===== config.mk =====
export PLATFORM = sky130hd
export DESIGN_NAME = instr_word_decoder
export DESIGN_NICKNAME = d
export VERILOG_FILES = /design/src/instr_word_pkg.sv /design/src/instr_field_split.sv /design/src/instr_word_decoder.sv
export VERILOG_INCLUDE_DIRS = /design/src
export SDC_FILE = /design/constraint.sdc
export NUM_CORES = 1
export LEC_CHECK = 0
export ABC_AREA = 0
export BUFFER_PORTS_ARGS = -buffer_cell sky130_fd_sc_hd__buf_2
export CAP_MARGIN = 20
export CELL_PAD_IN_SITES_DETAIL_PLACEMENT = 1
export CELL_PAD_IN_SITES_GLOBAL_PLACEMENT = 1
export CORE_MARGIN = 2
export CORE_UTILIZATION = 32
export CTS_CLUSTER_DIAMETER = 30
export CTS_CLUSTER_SIZE = 20
export DETAILED_ROUTE_END_ITERATION = 12
export PLACE_DENSITY_LB_ADDON = 0.1
export SLEW_MARGIN = 15
export SYNTH_ARGS = -nofsm -noshare
export SYNTH_HDL_FRONTEND = slang
export SYNTH_SLANG_ARGS = --single-unit

===== constraint.sdc =====
create_clock -name clk -period 1.95 [get_ports clk]
set_input_delay 0.195 -clock clk [delete_from_list [all_inputs] [get_ports clk]]
set_output_delay 0.195 -clock clk [all_outputs]
set_load 0.02 [all_outputs]

===== src/instr_word_decoder_consts.svh =====
// constants for the instruction word decoder: field positions and timing
`ifndef INSTR_WORD_DECODER_CONSTS_SVH
`define INSTR_WORD_DECODER_CONSTS_SVH
`define IWD_WORD_W 14
`define IWD_GROUP_HI 13
`define IWD_GROUP_LO 12
`define IWD_DEST_BIT 7
`define IWD_FILE_HI 6
`define IWD_BIT_HI 9
`define IWD_BIT_LO 7
`define IWD_LIT8_HI 7
`define IWD_LIT11_HI 10
`define IWD_PHASES 4
`define IWD_GRP_BYTE 2'h0
`define IWD_GRP_BIT 2'h1
`define IWD_GRP_JUMP 2'h2
`define IWD_GRP_LIT 2'h3
`endif


===== src/instr_word_pkg.sv =====
// types shared by the instruction word decoder files
package instr_word_pkg;
  typedef enum logic [1:0] {GRP_BYTE, GRP_BIT, GRP_LITERAL} group_e;
  typedef struct packed {
    group_e group;
    logic destFile;
    logic [6:0] fileAddr;
    logic [2:0] bitSel;
    logic [7:0] lit8;
    logic [10:0] lit11;
    logic usesFile;
    logic writesFile;
    logic isJump;
    logic isReturn;
    logic isBitTest;
    logic isSkipOnZero;
    logic bitTestSet;
  } decoded_s;
endpackage


===== src/instr_field_split.sv =====
// combinational field splitter for one instruction word
`include "instr_word_decoder_consts.svh"
module instr_field_split (
  input wire logic [13:0] word,
  output instr_word_pkg::decoded_s dec
);
  import instr_word_pkg::*;
  logic [1:0] grp;
  logic [3:0] op;
  assign grp = word[`IWD_GROUP_HI:`IWD_GROUP_LO];
  assign op = word[11:8];
  // split the word into group and operand fields
  always_comb begin
    dec = '0;
    // (RULE_02) (RULE_12) group from top bits
    unique case (grp)
      `IWD_GRP_BYTE: dec.group = GRP_BYTE;
      `IWD_GRP_BIT: dec.group = GRP_BIT;
      default: dec.group = GRP_LITERAL;
    endcase
    // (RULE_04) seven bit file address
    dec.fileAddr = word[`IWD_FILE_HI:0];
    // (RULE_05) bit select field
    dec.bitSel = word[`IWD_BIT_HI:`IWD_BIT_LO];
    // (RULE_06) eight and eleven bit literals
    dec.lit8 = word[`IWD_LIT8_HI:0];
    dec.lit11 = word[`IWD_LIT11_HI:0];
    // (RULE_03) destination select
    dec.destFile = word[`IWD_DEST_BIT];
    // (RULE_10) only words naming a file read it; op 0000 or 0001 with
    // d=0 are control words or clear-accumulator and name no file
    dec.usesFile = (grp == `IWD_GRP_BYTE &&
                    !(op[3:1] == 3'h0 && !word[7])) ||
                   grp == `IWD_GRP_BIT;
    // (RULE_10) write back on d=1 or bit set/clear
    dec.writesFile = (grp == `IWD_GRP_BYTE && dec.usesFile && word[7]) ||
                     (grp == `IWD_GRP_BIT && !word[11]);
    dec.isJump = (grp == `IWD_GRP_JUMP);
    // (RULE_07) x positions ignored, only fixed bits compared
    dec.isReturn = (grp == `IWD_GRP_LIT && word[11:10] == 2'h1) ||
                   (grp == `IWD_GRP_BYTE && word[11:1] == 11'h004);
    dec.isBitTest = (grp == `IWD_GRP_BIT && word[11]);
    dec.bitTestSet = word[10];
    dec.isSkipOnZero = (grp == `IWD_GRP_BYTE) &&
                       (op == 4'hB || op == 4'hF);
  end
endmodule


===== src/instr_word_decoder.sv =====
// instruction word decoder and four-phase cycle sequencer
`include "instr_word_decoder_consts.svh"
////////////////////////////////////////////////////////////////////////
// Function
// (RULE_01) Each instruction is taken as one 14-bit word of opcode and operands.
// (RULE_02) Every word falls in exactly one of byte, bit or literal groups.
// (RULE_03) In the byte group d=0 sends the result to W and d=1 to the file; the code's clear-accumulator (d=0, no file read) writes neither.
// (RULE_04) The file address operand spans registers 0x00 to 0x7F.
// (RULE_05) In the bit group the bit select picks one bit of the file byte.
// (RULE_06) Literal words yield an 8-bit data or 11-bit address operand.
// (RULE_07) Don't-care positions decode the same whatever their value.
// (RULE_08) One instruction cycle is four oscillator periods.
// (RULE_09) A true test or changed counter takes two cycles, the second a nop.
// (RULE_10) A file instruction reads, modifies, then stores to its target.
// (RULE_11) The file read happens even for write-only instructions.
// (RULE_12) Group comes from the top bits, the rest routes to fields.
module instr_word_decoder (
  input wire logic clk,
  input wire logic resetn,
  input wire logic [13:0] instrWord,
  input wire logic [7:0] fileRdData,
  input wire logic zeroResult,
  output logic fetchStrobe,
  output instr_word_pkg::decoded_s decoded,
  output logic [1:0] phase,
  output logic fileRdStrobe,
  output logic fileWrStrobe,
  output logic wrToAccum,
  output logic nopCycle,
  output logic cycleEnd
);
  import instr_word_pkg::*;
  typedef enum {EXEC, FLUSH} slot_e;
  slot_e slot_reg;
  slot_e slot_next;
  logic [1:0] phase_reg;
  decoded_s dec;
  decoded_s decoded_reg;
  logic takeTwo;
  logic bitVal;

  ////////////////////////////////////////////////////////////////////
  // (RULE_01) word split by one splitter
  instr_field_split splitter (
    .word(instrWord),
    .dec(dec)
  );

  // (RULE_08) phase counter wraps every four clocks
  always_ff @(posedge clk) begin
    if (!resetn) begin
      phase_reg <= 2'h0;
    end else begin
      phase_reg <= phase_reg + 2'h1;
    end
  end
  assign phase = phase_reg;
  assign cycleEnd = (phase_reg == 2'h3);
  // word fetched at the start of each cycle, latched only in an exec slot
  assign fetchStrobe = resetn && (phase_reg == 2'h0);

  // decoded word held for the whole cycle
  always_ff @(posedge clk) begin
    if (!resetn) begin
      decoded_reg <= '0;
    end else if (phase_reg == 2'h0 && slot_reg == EXEC) begin
      decoded_reg <= dec;
    end
  end
  assign decoded = decoded_reg;

  // (RULE_05) tested bit of the file byte
  assign bitVal = fileRdData[decoded_reg.bitSel];

  // (RULE_09) second cycle needed on jump, return or true test
  always_comb begin
    takeTwo = decoded_reg.isJump || decoded_reg.isReturn;
    if (decoded_reg.isBitTest) begin
      takeTwo = (bitVal == decoded_reg.bitTestSet);
    end
    if (decoded_reg.isSkipOnZero) begin
      takeTwo = zeroResult;
    end
  end

  // (RULE_09) next slot chosen at cycle end
  always_comb begin
    slot_next = slot_reg;
    if (cycleEnd) begin
      slot_next = (slot_reg == EXEC && takeTwo) ? FLUSH : EXEC;
    end
  end

  always_ff @(posedge clk) begin
    if (!resetn) begin
      slot_reg <= EXEC;
    end else begin
      slot_reg <= slot_next;
    end
  end
  assign nopCycle = (slot_reg == FLUSH);

  ////////////////////////////////////////////////////////////////////
  // (RULE_11) read always issued for any file instruction
  assign fileRdStrobe = resetn && slot_reg == EXEC && phase_reg == 2'h1 &&
                        decoded_reg.usesFile;
  // (RULE_10) store after the read, in the last phase
  assign fileWrStrobe = resetn && slot_reg == EXEC && phase_reg == 2'h3 &&
                        decoded_reg.writesFile;
  // (RULE_03) d=0 result of a file-reading byte word goes to the accumulator
  assign wrToAccum = resetn && slot_reg == EXEC && phase_reg == 2'h3 &&
                     decoded_reg.group == GRP_BYTE &&
                     decoded_reg.usesFile && !decoded_reg.destFile;

  ////////////////////////////////////////////////////////////////////
  // checks below run on clk; all but the reset check are muted in reset
  // (RULE_08) four clocks per cycle
  phase_wrap_a: assert property ( // RULE_08
    @(posedge clk) disable iff (!resetn)
    fetchStrobe |=> !fetchStrobe [*3] ##1 fetchStrobe)
    else $error("phase count not four");

  // (RULE_11) read precedes every write
  read_before_write_a: assert property ( // RULE_11
    @(posedge clk) disable iff (!resetn)
    fileWrStrobe |-> $past(fileRdStrobe, 2))
    else $error("write without read");

  // (RULE_09) flush slot follows a jump
  jump_flush_a: assert property ( // RULE_09
    @(posedge clk) disable iff (!resetn)
    (cycleEnd && !nopCycle && decoded.isJump) |=> nopCycle [*4])
    else $error("jump not two cycles");

  // (RULE_09) flush never repeats
  flush_once_a: assert property ( // RULE_09
    @(posedge clk) disable iff (!resetn)
    (cycleEnd && nopCycle) |=> !nopCycle)
    else $error("flush longer than one cycle");

  // (RULE_10) no file access in a nop slot
  nop_quiet_a: assert property ( // RULE_10
    @(posedge clk) disable iff (!resetn)
    nopCycle |-> !fileWrStrobe && !fileRdStrobe && !wrToAccum)
    else $error("access during nop");

  // (RULE_03) destination exclusive
  dest_excl_a: assert property ( // RULE_03
    @(posedge clk) disable iff (!resetn)
    !(wrToAccum && fileWrStrobe))
    else $error("both destinations written");

  // (RULE_02) literal words never touch a file
  literal_nofile_a: assert property ( // RULE_02
    @(posedge clk) disable iff (!resetn)
    decoded.group == GRP_LITERAL |-> !fileRdStrobe)
    else $error("literal reads a file");

  // (RULE_09) plain byte op stays single
  single_cycle_a: assert property ( // RULE_09
    @(posedge clk) disable iff (!resetn)
    (cycleEnd && !nopCycle && decoded.group == GRP_BYTE &&
     !decoded.isSkipOnZero && !decoded.isReturn) |=> !nopCycle)
    else $error("byte op took two cycles");

  // (RULE_01) decoded word only moves at a fetch
  decode_hold_a: assert property ( // RULE_01
    @(posedge clk) disable iff (!resetn)
    !(fetchStrobe && !nopCycle) |=> $stable(decoded))
    else $error("decoded word changed mid cycle");

  // (RULE_12) group follows the two top bits of the fetched word
  group_route_a: assert property ( // RULE_12
    @(posedge clk) disable iff (!resetn)
    (fetchStrobe && !nopCycle) |=> decoded.group ==
      ($past(instrWord[13]) ? GRP_LITERAL :
       ($past(instrWord[12]) ? GRP_BIT : GRP_BYTE)))
    else $error("group not from top bits");

  // (RULE_04) (RULE_05) file address and bit select carried whole
  addr_route_a: assert property ( // RULE_04 RULE_05
    @(posedge clk) disable iff (!resetn)
    (fetchStrobe && !nopCycle) |=>
      decoded.fileAddr == $past(instrWord[6:0]) &&
      decoded.bitSel == $past(instrWord[9:7]))
    else $error("file or bit field misrouted");

  // (RULE_06) both literal widths carried whole
  lit_route_a: assert property ( // RULE_06
    @(posedge clk) disable iff (!resetn)
    (fetchStrobe && !nopCycle) |=>
      decoded.lit8 == $past(instrWord[7:0]) &&
      decoded.lit11 == $past(instrWord[10:0]))
    else $error("literal misrouted");

  // (RULE_03) destination bit carried to the decoded word
  dest_route_a: assert property ( // RULE_03
    @(posedge clk) disable iff (!resetn)
    (fetchStrobe && !nopCycle) |=> decoded.destFile == $past(instrWord[7]))
    else $error("destination bit misrouted");

  // (RULE_07) return with literal decodes alike for either x pair
  dontcare_a: assert property ( // RULE_07
    @(posedge clk) disable iff (!resetn)
    (fetchStrobe && !nopCycle && instrWord[13:10] == 4'hD) |=>
      decoded.isReturn && decoded.group == GRP_LITERAL)
    else $error("ignored bits changed the decode");

  // (RULE_11) read strobe only in the second phase of an exec slot
  rd_phase_a: assert property ( // RULE_11
    @(posedge clk) disable iff (!resetn)
    fileRdStrobe |-> phase == 2'h1 && !nopCycle)
    else $error("read outside phase one");

  // (RULE_10) store strobes only at cycle end
  wr_phase_a: assert property ( // RULE_10
    @(posedge clk) disable iff (!resetn)
    (fileWrStrobe || wrToAccum) |-> cycleEnd && !nopCycle)
    else $error("store outside last phase");

  // (RULE_10) reset holds every strobe low
  reset_quiet_a: assert property ( // RULE_10
    @(posedge clk)
    !resetn |-> !fetchStrobe && !fileRdStrobe && !fileWrStrobe &&
      !wrToAccum)
    else $error("activity during reset");

  // main scenarios: jump, bit skip, write, return, zero skip
  cov_jump_c: cover property (@(posedge clk) disable iff (!resetn)
    cycleEnd && decoded.isJump && !nopCycle);
  cov_skip_c: cover property (@(posedge clk) disable iff (!resetn)
    cycleEnd && decoded.isBitTest && nopCycle == 1'b0 ##1 nopCycle);
  cov_write_c: cover property (@(posedge clk) disable iff (!resetn)
    fileWrStrobe);
  cov_return_c: cover property (@(posedge clk) disable iff (!resetn)
    cycleEnd && decoded.isReturn && !nopCycle ##1 nopCycle);
  cov_zero_skip_c: cover property (@(posedge clk) disable iff (!resetn)
    cycleEnd && decoded.isSkipOnZero && !nopCycle ##1 nopCycle);
endmodule


==> results.toml, run 1 <==
[clocking]
path_clk_slew_ns = 0.08
clock-sinks = 22
h-tree-depth = 1
cts.path.max_buffers = 2
insertion_delay_ns = 0.26
cts_made_buffers = 3
cts_root_buffer = "clkbuf_8"
cts_tree = "built"

[global_routing]
grt_max_degree = 26
antenna_found_initial = 0
track_usage_pct = 15.6
gr-total-overflow = 0
grt_pass1_wl_um = 5240
grt_pass1_vias = 1094

[worst_setup_path]
cp_max_fo = 5
critPathBufInv = 1
r2r_start = "phase[0]"
worst-endpoint-arrival_ns = 1.53
timing.rr.end = "slot_reg[0]"
crit_required_ns = 1.75
slowest_delay_ns = 0.41
endpoint_kind = "output pin"
crit_type = "reg2out"
reg2reg_slack_ns = 0.38
crit_slowest_cell = "dfxtp_1"
startpoint_type = "register"
reg2reg_depth = 6
path_delay_family = "simple AND/OR/NAND/NOR gates"
worstPathCellList = "ha_1 > nand3b_1 > nor4_2 > buf_2"

[drt]
via_per_inst = 4.68
drt_iter0_drc = 36
vias = 1128
wire_per_inst_um = 13.5
remaining_drc_errors = 0
routed_wl_um = 3260
ant_nets = 0
first_pass_iters = 3

[yosys]
syn_area_per_cell_um2 = 8.56
ys_seq_area_share_pct = 36.2
yosys.area.top_type = "dfxtp_1"
synth_ff_type = "dfxtp_1"
ys_types = 33
syn-cell-area_um2 = 1220
syn_inst = 142
synth_seq_cells = 22
synth-edff-count = 0
post-synth-top-count-cell = "nand2_1"
synth_top_area_share_pct = 36.2
synthTopCellsByArea = "dfxtp_1 36%, buf_4 12%, nand2_1 9.3%"
ys_top_cells_by_count = "30 x nand2_1, 22 x dfxtp_1, 20 x buf_4"
syn_nets = 170
synth_warnings = 0
async_reset_ff_share_pct = 0

[final_layout]
drive_gt1_share_pct = 43.0
area_growth_pct = 27.5
largest_reg_flops = 19
stdcell_area_um2 = 1550
final_cells = 241
antenna_cells = 0
nets = 222
finish.utilization_pct = 42.3

[sta]
rsz0062_at_grt = "false"
period_share_pct = 88.5
final_max_slew_viol_count = 0
finalSetupViolations = 0
worst_hold_slack_ns = 0.170
finalWorstSetupSlack_ns = 0.223
fmax_mhz = 579
fin_tns_setup_ns = 0
hold_viol = 0
max-slew-margin-rel_pct = 65.8
worst_pin_slew_ns = 0.500
fin_worst_skew_ns = 0.00398
layout_min_cycle_time_ns = 1.73

[placement]
io_buffers = 71
dpl.hpwl_um = 2570
dp.cells = 236
pre_cts_slack_ns = 0.363
routabilityCongestion = 0.783
post_dp_cell_area_um2 = 1470

[job]
cap_violations = 0

[outcome]
status = "completed"

[die]
coreArea_um2 = 3660
die_h_um = 65.7
initial_core_util_pct = 33.2
die_x_um = 65.7
rows = 22
dieArea_um2 = 4310
pin_count = 72

[power]
p_leak_nw = 0.749
ir_drop_mv = 0.382
p_total_mw = 1.28
power_density_nw_per_um2 = 828

[min_path]
worstHoldStart = "instrWord[6]"
hold_end = "decoded[24]"
whs_path_depth = 3
min_path_type = "in2reg"
worst max-delay path by stage:
stage / startpoint / endpoint / slack [ns] / depth (start not counted)
2_1_floorplan: phase[0] / wrToAccum / 0.03 / 3
3_3_place_gp: decoded[26] / slot_reg[0] / 0.42 / 4
3_5_place_dp: decoded[26] / slot_reg[0] / 0.36 / 4
4_1_cts: phase[0] / wrToAccum / 0.14 / 4
5_1_grt: phase[0] / wrToAccum / 0.06 / 4
6_report: phase[0] / wrToAccum / 0.22 / 4
logic make-up after synthesis:
kind of cell               after synthesis  share of synthesized area (%)
adders and majority gates                3                           3.09
AOI/OAI and AO/OA                       23                           14.3
DFF                                     22                           36.2
and+or+nand+nor                         60                           25.2
muxes                                    4                           5.35
buffers and inverters                   30                           15.8
power breakdown:
| group | total, mW | switching [mW] | internal [mW] |
|---|---|---|---|
| Sequential | 0.519 | 0.0348 | 0.485 |
| Clock | 0.424 | 0.150 | 0.274 |
| Combinational | 0.340 | 0.214 | 0.126 |
metal layers:
metal  vias to the layer above  GRT usage (%)  wire length, um
met4                         0           3.91               17
met3                         2           2.91              166
li1                        564              -                -
met1                       530           21.0             1500
met5                         -              0                0
met2                        32           25.6             1580
cell usage in the layout, fill, tap and decap left out, drive strengths merged, types with 4 or more instances in the layout:
cell type	instances
nand3b	4
a21boi	16
dfxtp	22
nor2	4
nand2	30
buf	74
tightest hold or removal path, delay by kind of cell:
kind | cells | cell delay [ns]
AOI/OAI and AO/OA | 1 | 0.05
and+or+nand+nor | 1 | 0.05
buffers and inverters | 1 | 0.10
timing repair:
action | 4_1_cts | 5_1_grt
endpoints found under the setup margin | 0 | 1
hold endpoints to repair | 0 | 0
setup buffers | 0 | 1
gates resized for setup | 0 | 1
hold buffers | 0 | 0
layout make-up:
cell class | instances | area [um^2]
timing repair buffer | 74 | 378
inverter | 3 | 11.3
fill | 483 | 2110
multi-input combinational | 90 | 589
clock inverter | 1 | 30.0
sequential | 22 | 440
tap | 48 | 60.1
clock buffer | 3 | 41.3
Note: power is estimated with default switching activity, not from simulation.
==> run 2, diff against run 1 <==
- ABC_AREA: 0 -> 1
- CORE_UTILIZATION: 32 -> 31
==> results.toml, run 2 <==
[outcome]
status = "completed"

[sta]
worst_pin_slew_ns = 0.487
hold_viol = 0
fmax_mhz = 606
layout_min_cycle_time_ns = 1.65
max-slew-margin-rel_pct = 67.2
period_share_pct = 84.6
fin_tns_setup_ns = 0
rsz0062_at_grt = "false"
finalSetupViolations = 0
fin_worst_skew_ns = 0.00181
final_max_slew_viol_count = 0

[placement]
dp.cells = 268
dpl.hpwl_um = 2760
routabilityCongestion = 0.830
io_buffers = 71
post_dp_cell_area_um2 = 1490

[yosys]
syn_nets = 200
yosys.area.top_type = "dfxtp_1"
async_reset_ff_share_pct = 0
synth_warnings = 0
synth_top_family_by_area = "simple AND/OR/NAND/NOR gates"
synth_compound_area_share_pct = 13.9
ys_top_cells_by_count = "25 x nand2_1, 22 x dfxtp_1, 21 x nor2_1"
post-synth-top-count-cell = "nand2_1"
ys_types = 24
synth-edff-count = 0
synth_seq_cells = 22
synthAdderAreaFrac_pct = 3.07
syn_area_per_cell_um2 = 7.11
syn_inst = 172
synth_ff_type = "dfxtp_1"
synth_xor_area_share_pct = 0
syn-cell-area_um2 = 1220
synth.area.mux_share_pct = 0
ys_seq_area_share_pct = 36.0
synth-simple-area-share_pct = 24.6
synthTopCellsByArea = "dfxtp_1 36%, buf_4 12%, nand2_1 7.7%"
synth_top_area_share_pct = 36.0

[global_routing]
gr-total-overflow = 0
track_usage_pct = 16.2
grt_pass1_wl_um = 5510
antenna_found_initial = 0
grt_max_degree = 19
grt_pass1_vias = 1220

[final_layout]
seq_area_um2 = 440
layout_common_cells = "71 x buf_2, 25 x nand2_1, 22 x dfxtp_1, 21 x nor2_1, 20 x inv_1"
area_growth_pct = 26.3
final_cells = 272
antenna_cells = 0
final_common_cell = "buf_2"
nets = 253
drive_gt1_share_pct = 41.1
multi_input_area_um2 = 509
fill_cells = 517
largest_reg_flops = 19
stdcell_area_um2 = 1550
finish.utilization_pct = 41.6

[power]
ir_drop_mv = 0.326
p_leak_nw = 0.864
power_density_nw_per_um2 = 839

[clocking]
cts-resized-gates = 0
h-tree-depth = 1
path_clk_slew_ns = 0.08
insertion_delay_ns = 0.27
cts_tree = "built"
postCtsSetupRepairBufs = 0
cts.path.max_buffers = 2
holdBufCountCts = 0
cts_made_buffers = 3
cts_root_buffer = "clkbuf_8"
clock-sinks = 22

[worst_setup_path]
crit_type = "reg2out"
crit_slowest_cell = "dfxtp_1"
endpoint_kind = "output pin"
startpoint_type = "register"
worstPathCellList = "ha_1 > nand3_1 > nor4_1 > buf_2"
slowest_delay_ns = 0.41
crit_required_ns = 1.75
worst-endpoint-arrival_ns = 1.46
cp_max_fo = 5

[drt]
vias = 1216
first_pass_iters = 4
remaining_drc_errors = 0
drt_iter0_drc = 38
routed_wl_um = 3350
via_per_inst = 4.47
ant_nets = 0
wire_per_inst_um = 12.3

[die]
die_h_um = 66.8
coreArea_um2 = 3720
pin_count = 72
initial_core_util_pct = 32.9
die_x_um = 66.8
rows = 22
dieArea_um2 = 4470

[job]
cap_violations = 0

[min_path]
min_path_type = "in2reg"
run 2: cell types whose count changed in the layout (fill, tap and decap cells not counted), sizes merged, moves of 4 or more:
| cell | before | now |
|---|---|---|
| a21boi | 16 | 0 |
| a21oi | 1 | 13 |
| inv | 3 | 28 |
| nand2 | 30 | 25 |
| nand3 | 2 | 9 |
| nand3b | 4 | 0 |
| nor2 | 4 | 21 |
| o21ai | 1 | 14 |
run 2: cell families after synthesis:
logic type,Yosys count
AOI/OAI and AO/OA,31
adders and majority gates,3
and+or+nand+nor,64
buffers and inverters,52
DFF,22
run 2: area by class of cell:
| type | instances | area share [%] |
|---|---|---|
| repair buffers | 72 | 24.3 |
| clock buffers | 4 | 3.56 |
| inverters | 28 | 6.80 |
| well taps | 48 | 3.89 |
| multi-input cells | 98 | 33.0 |
| flip-flops and latches | 22 | 28.5 |
run 2: path summary, 6_finish.rpt:
kind | end | slack, ns | startpoint | cells after the start
min | decoded[33] | 0.20 | instrWord[4] | 3
max reg2reg | decoded[1] | 0.46 | phase[0] | 8
max | wrToAccum | 0.30 | phase[0] | 4
min reg2reg | decoded[38] | 0.48 | decoded[38] | 2
run 2: power by group:
group	leakage, nW	internal, mW	switching (mW)
Combinational	0.653	0.148	0.282
Sequential	0.182	0.494	0.0432
Clock	0.0288	0.180	0.150
Total	0.864	0.822	0.475
run 2: metrics by stage:
| step | worst slack, ns | total power, mW | hold slack [ns] |
|---|---|---|---|
| floorplan | 0.147 | 0.875 | 0.333 |
| global placement | 0.543 | 0.973 | 0.452 |
| detailed placement | 0.463 | 0.983 | 0.470 |
| CTS | 0.285 | 1.32 | 0.201 |
| global route | 0.165 | 1.39 | 0.216 |
| finish | 0.300 | 1.30 | 0.198 |
run 2: critical path: cells and delay by family, from the launching register on:
kind                       cells  cell delay (ns)
DFF                            1             0.41
buffers and inverters          1             0.21
and+or+nand+nor                2             0.32
adders and majority gates      1             0.25
run 2: routing by layer:
metal  vias to the layer above  global-route usage, %  part of all wire [%]
met4                         0                   5.36                  0.75
met5                         -                      0                     0
met3                         3                   2.36                   5.0
li1                        631                      -                     -
met2                        36                   27.1                    49
met1                       546                   21.1                    46
==> run 3, diff against run 2 <==
- ABC_AREA: 1 -> 0
- CORE_UTILIZATION: 31 -> 30
- clock period: 1.95 -> 1.6 ns (I/O delays scaled with it)
==> results.toml, run 3 (synthesis gave the netlist of run 1 again) <==
[outcome]
status = "completed"

[placement]
post_dp_cell_area_um2 = 1530
routabilityCongestion = 0.702
dpl.hpwl_um = 2700
pre_cts_slack_ns = 0.0671
io_buffers = 71

[worst_setup_path]
worst_path_most_repeated_cell = "buf_4"
worst-endpoint-arrival_ns = 1.38
reg2reg_depth = 7
crit_slowest_cell = "dfxtp_2"
slowest_delay_ns = 0.37
path_delay_family = "flip-flops"
endpoint_kind = "output pin"
crit_start = "phase[1]"
critPathBufInv = 2
reg2reg_slack_ns = 0.13
cp_max_fo = 4
crit_required_ns = 1.44
cp_num_cells = 5
worstPathCellList = "ha_4 > nand3b_1 > buf_4 > nor4_4 > buf_4"
startpoint_type = "register"
r2r_start = "phase[0]"
crit_type = "reg2out"
crit_end = "wrToAccum"
timing.rr.end = "decoded[1]"

[sta]
period_share_pct = 96.0
fmax_mhz = 651
max-slew-margin-rel_pct = 78.8
worst_hold_slack_ns = 0.137
rsz0062_at_grt = "true"
final_max_slew_viol_count = 0
layout_min_cycle_time_ns = 1.54
finalSetupViolations = 0
hold_viol = 0
finalWorstSetupSlack_ns = 0.0636
worst_pin_slew_ns = 0.318
fin_worst_skew_ns = 0.00270

[clocking]
cts.path.max_buffers = 2
cts_tree = "built"
h-tree-depth = 1
insertion_delay_ns = 0.27
path_clk_slew_ns = 0.08
cts_root_buffer = "clkbuf_8"
clock-sinks = 22
holdBufCountCts = 0
cts_made_buffers = 3

[drt]
remaining_drc_errors = 0
routed_wl_um = 3450
met1_length_um = 1500
wire_per_inst_um = 13.8
met2_length_um = 1700
via_per_inst = 4.70
drt_iter0_drc = 22
first_pass_iters = 3
top_layer_used = "met4"
vias = 1171
wl_met3_um = 175
ant_nets = 0

[global_routing]
grt_max_degree = 25
grt_pass1_wl_um = 5190
grt_pass1_vias = 1081
antenna_found_initial = 0
gr-total-overflow = 0
track_usage_pct = 15.3

[die]
coreArea_um2 = 3940
rows = 23
dieArea_um2 = 4580
die_x_um = 67.7
pin_count = 72
die_h_um = 67.7
initial_core_util_pct = 30.8

[final_layout]
final_common_cell = "buf_2"
nets = 228
largest_reg_flops = 19
stdcell_area_um2 = 1650
layout_common_cells = "69 x buf_2, 30 x nand2_1, 20 x dfxtp_1, 10 x buf_4"
antenna_cells = 0
area_growth_pct = 35.3
finish.utilization_pct = 41.7
drive_gt1_share_pct = 47.2

[power]
p_leak_nw = 0.783
ir_drop_mv = 0.359
power_density_nw_per_um2 = 982

[job]
cap_violations = 0

[min_path]
min_path_type = "in2reg"
==> run 3: cell count changes in the layout (fill, tap and decap cells not counted), moves of 8 or more <==
cell,before,now
a21oi_1,12,1
a21boi_1,0,8
inv_1,20,3
buf_4,0,10
nor2_1,21,3
a21boi_0,0,8
o21ai_0,12,1
inv_2,8,0
==> run 3: per-layer routing <==
layer / up-vias / GRT usage (%)
li1: 574 / -
met1: 552 / 19.0
met2: 38 / 25.7
met3: 7 / 2.50
met4: 0 / 7.14
met5: - / 0
==> run 3: how the worst min path moves through the flow <==
| stage | start | to | slack, ns | cells after the start |
|---|---|---|---|---|
| final | instrWord[4] | decoded[33] | 0.14 | 3 |
| after global routing | instrWord[5] | decoded[34] | 0.14 | 3 |
| after global placement | instrWord[4] | decoded[33] | 0.41 | 3 |
| after detailed placement | instrWord[4] | decoded[33] | 0.42 | 3 |
| after CTS | instrWord[4] | decoded[33] | 0.13 | 3 |
| after floorplan | instrWord[10] | decoded[17] | 0.29 | 2 |
==> run 3: timing repair <==
item / in CTS / in global routing
gates resized for setup: 4 / 5
setup buffers: 2 / 1
endpoints found under the setup margin: 2 / 9
pin swaps: 3 / 1
==> run 3: worst reg2reg max path, stage by stage (launching register included) <==
cell and delay (ns):
dfxtp_2 0.34, buf_4 0.14, inv_1 0.05, ha_1 0.19
nor2b_2 0.21, buf_12 0.17, nand4_1 0.12, a21boi_0 0.18
==> run 3: report_power, final <==
part / total, mW / switching (mW) / internal [mW] / leakage, nW
clock: 0.527 / 0.192 / 0.335 / 0.0357
sequential: 0.634 / 0.0425 / 0.592 / 0.181
combinational: 0.456 / 0.273 / 0.183 / 0.566
total: 1.62 / 0.507 / 1.11 / 0.783
==> run 3: metrics by stage <==
step                      cells  total power, mW  setup TNS, ns
after floorplan             142            0.961              0
after global placement      242             1.09              0
after detailed placement    242             1.10              0
after CTS                   248             1.64              0
after global routing        249             1.71       -0.00789
final                       249             1.62              0
==> run 3: layout make-up <==
cell class | instances | area (um^2)
Tap cell | 50 | 62.6
Fill cell | 501 | 2300
Clock inverter | 1 | 30.0
Timing Repair Buffer | 80 | 440
Inverter | 3 | 11.3
Multi-Input combinational cell | 90 | 617
Clock buffer | 3 | 41.3
Sequential cell | 22 | 443
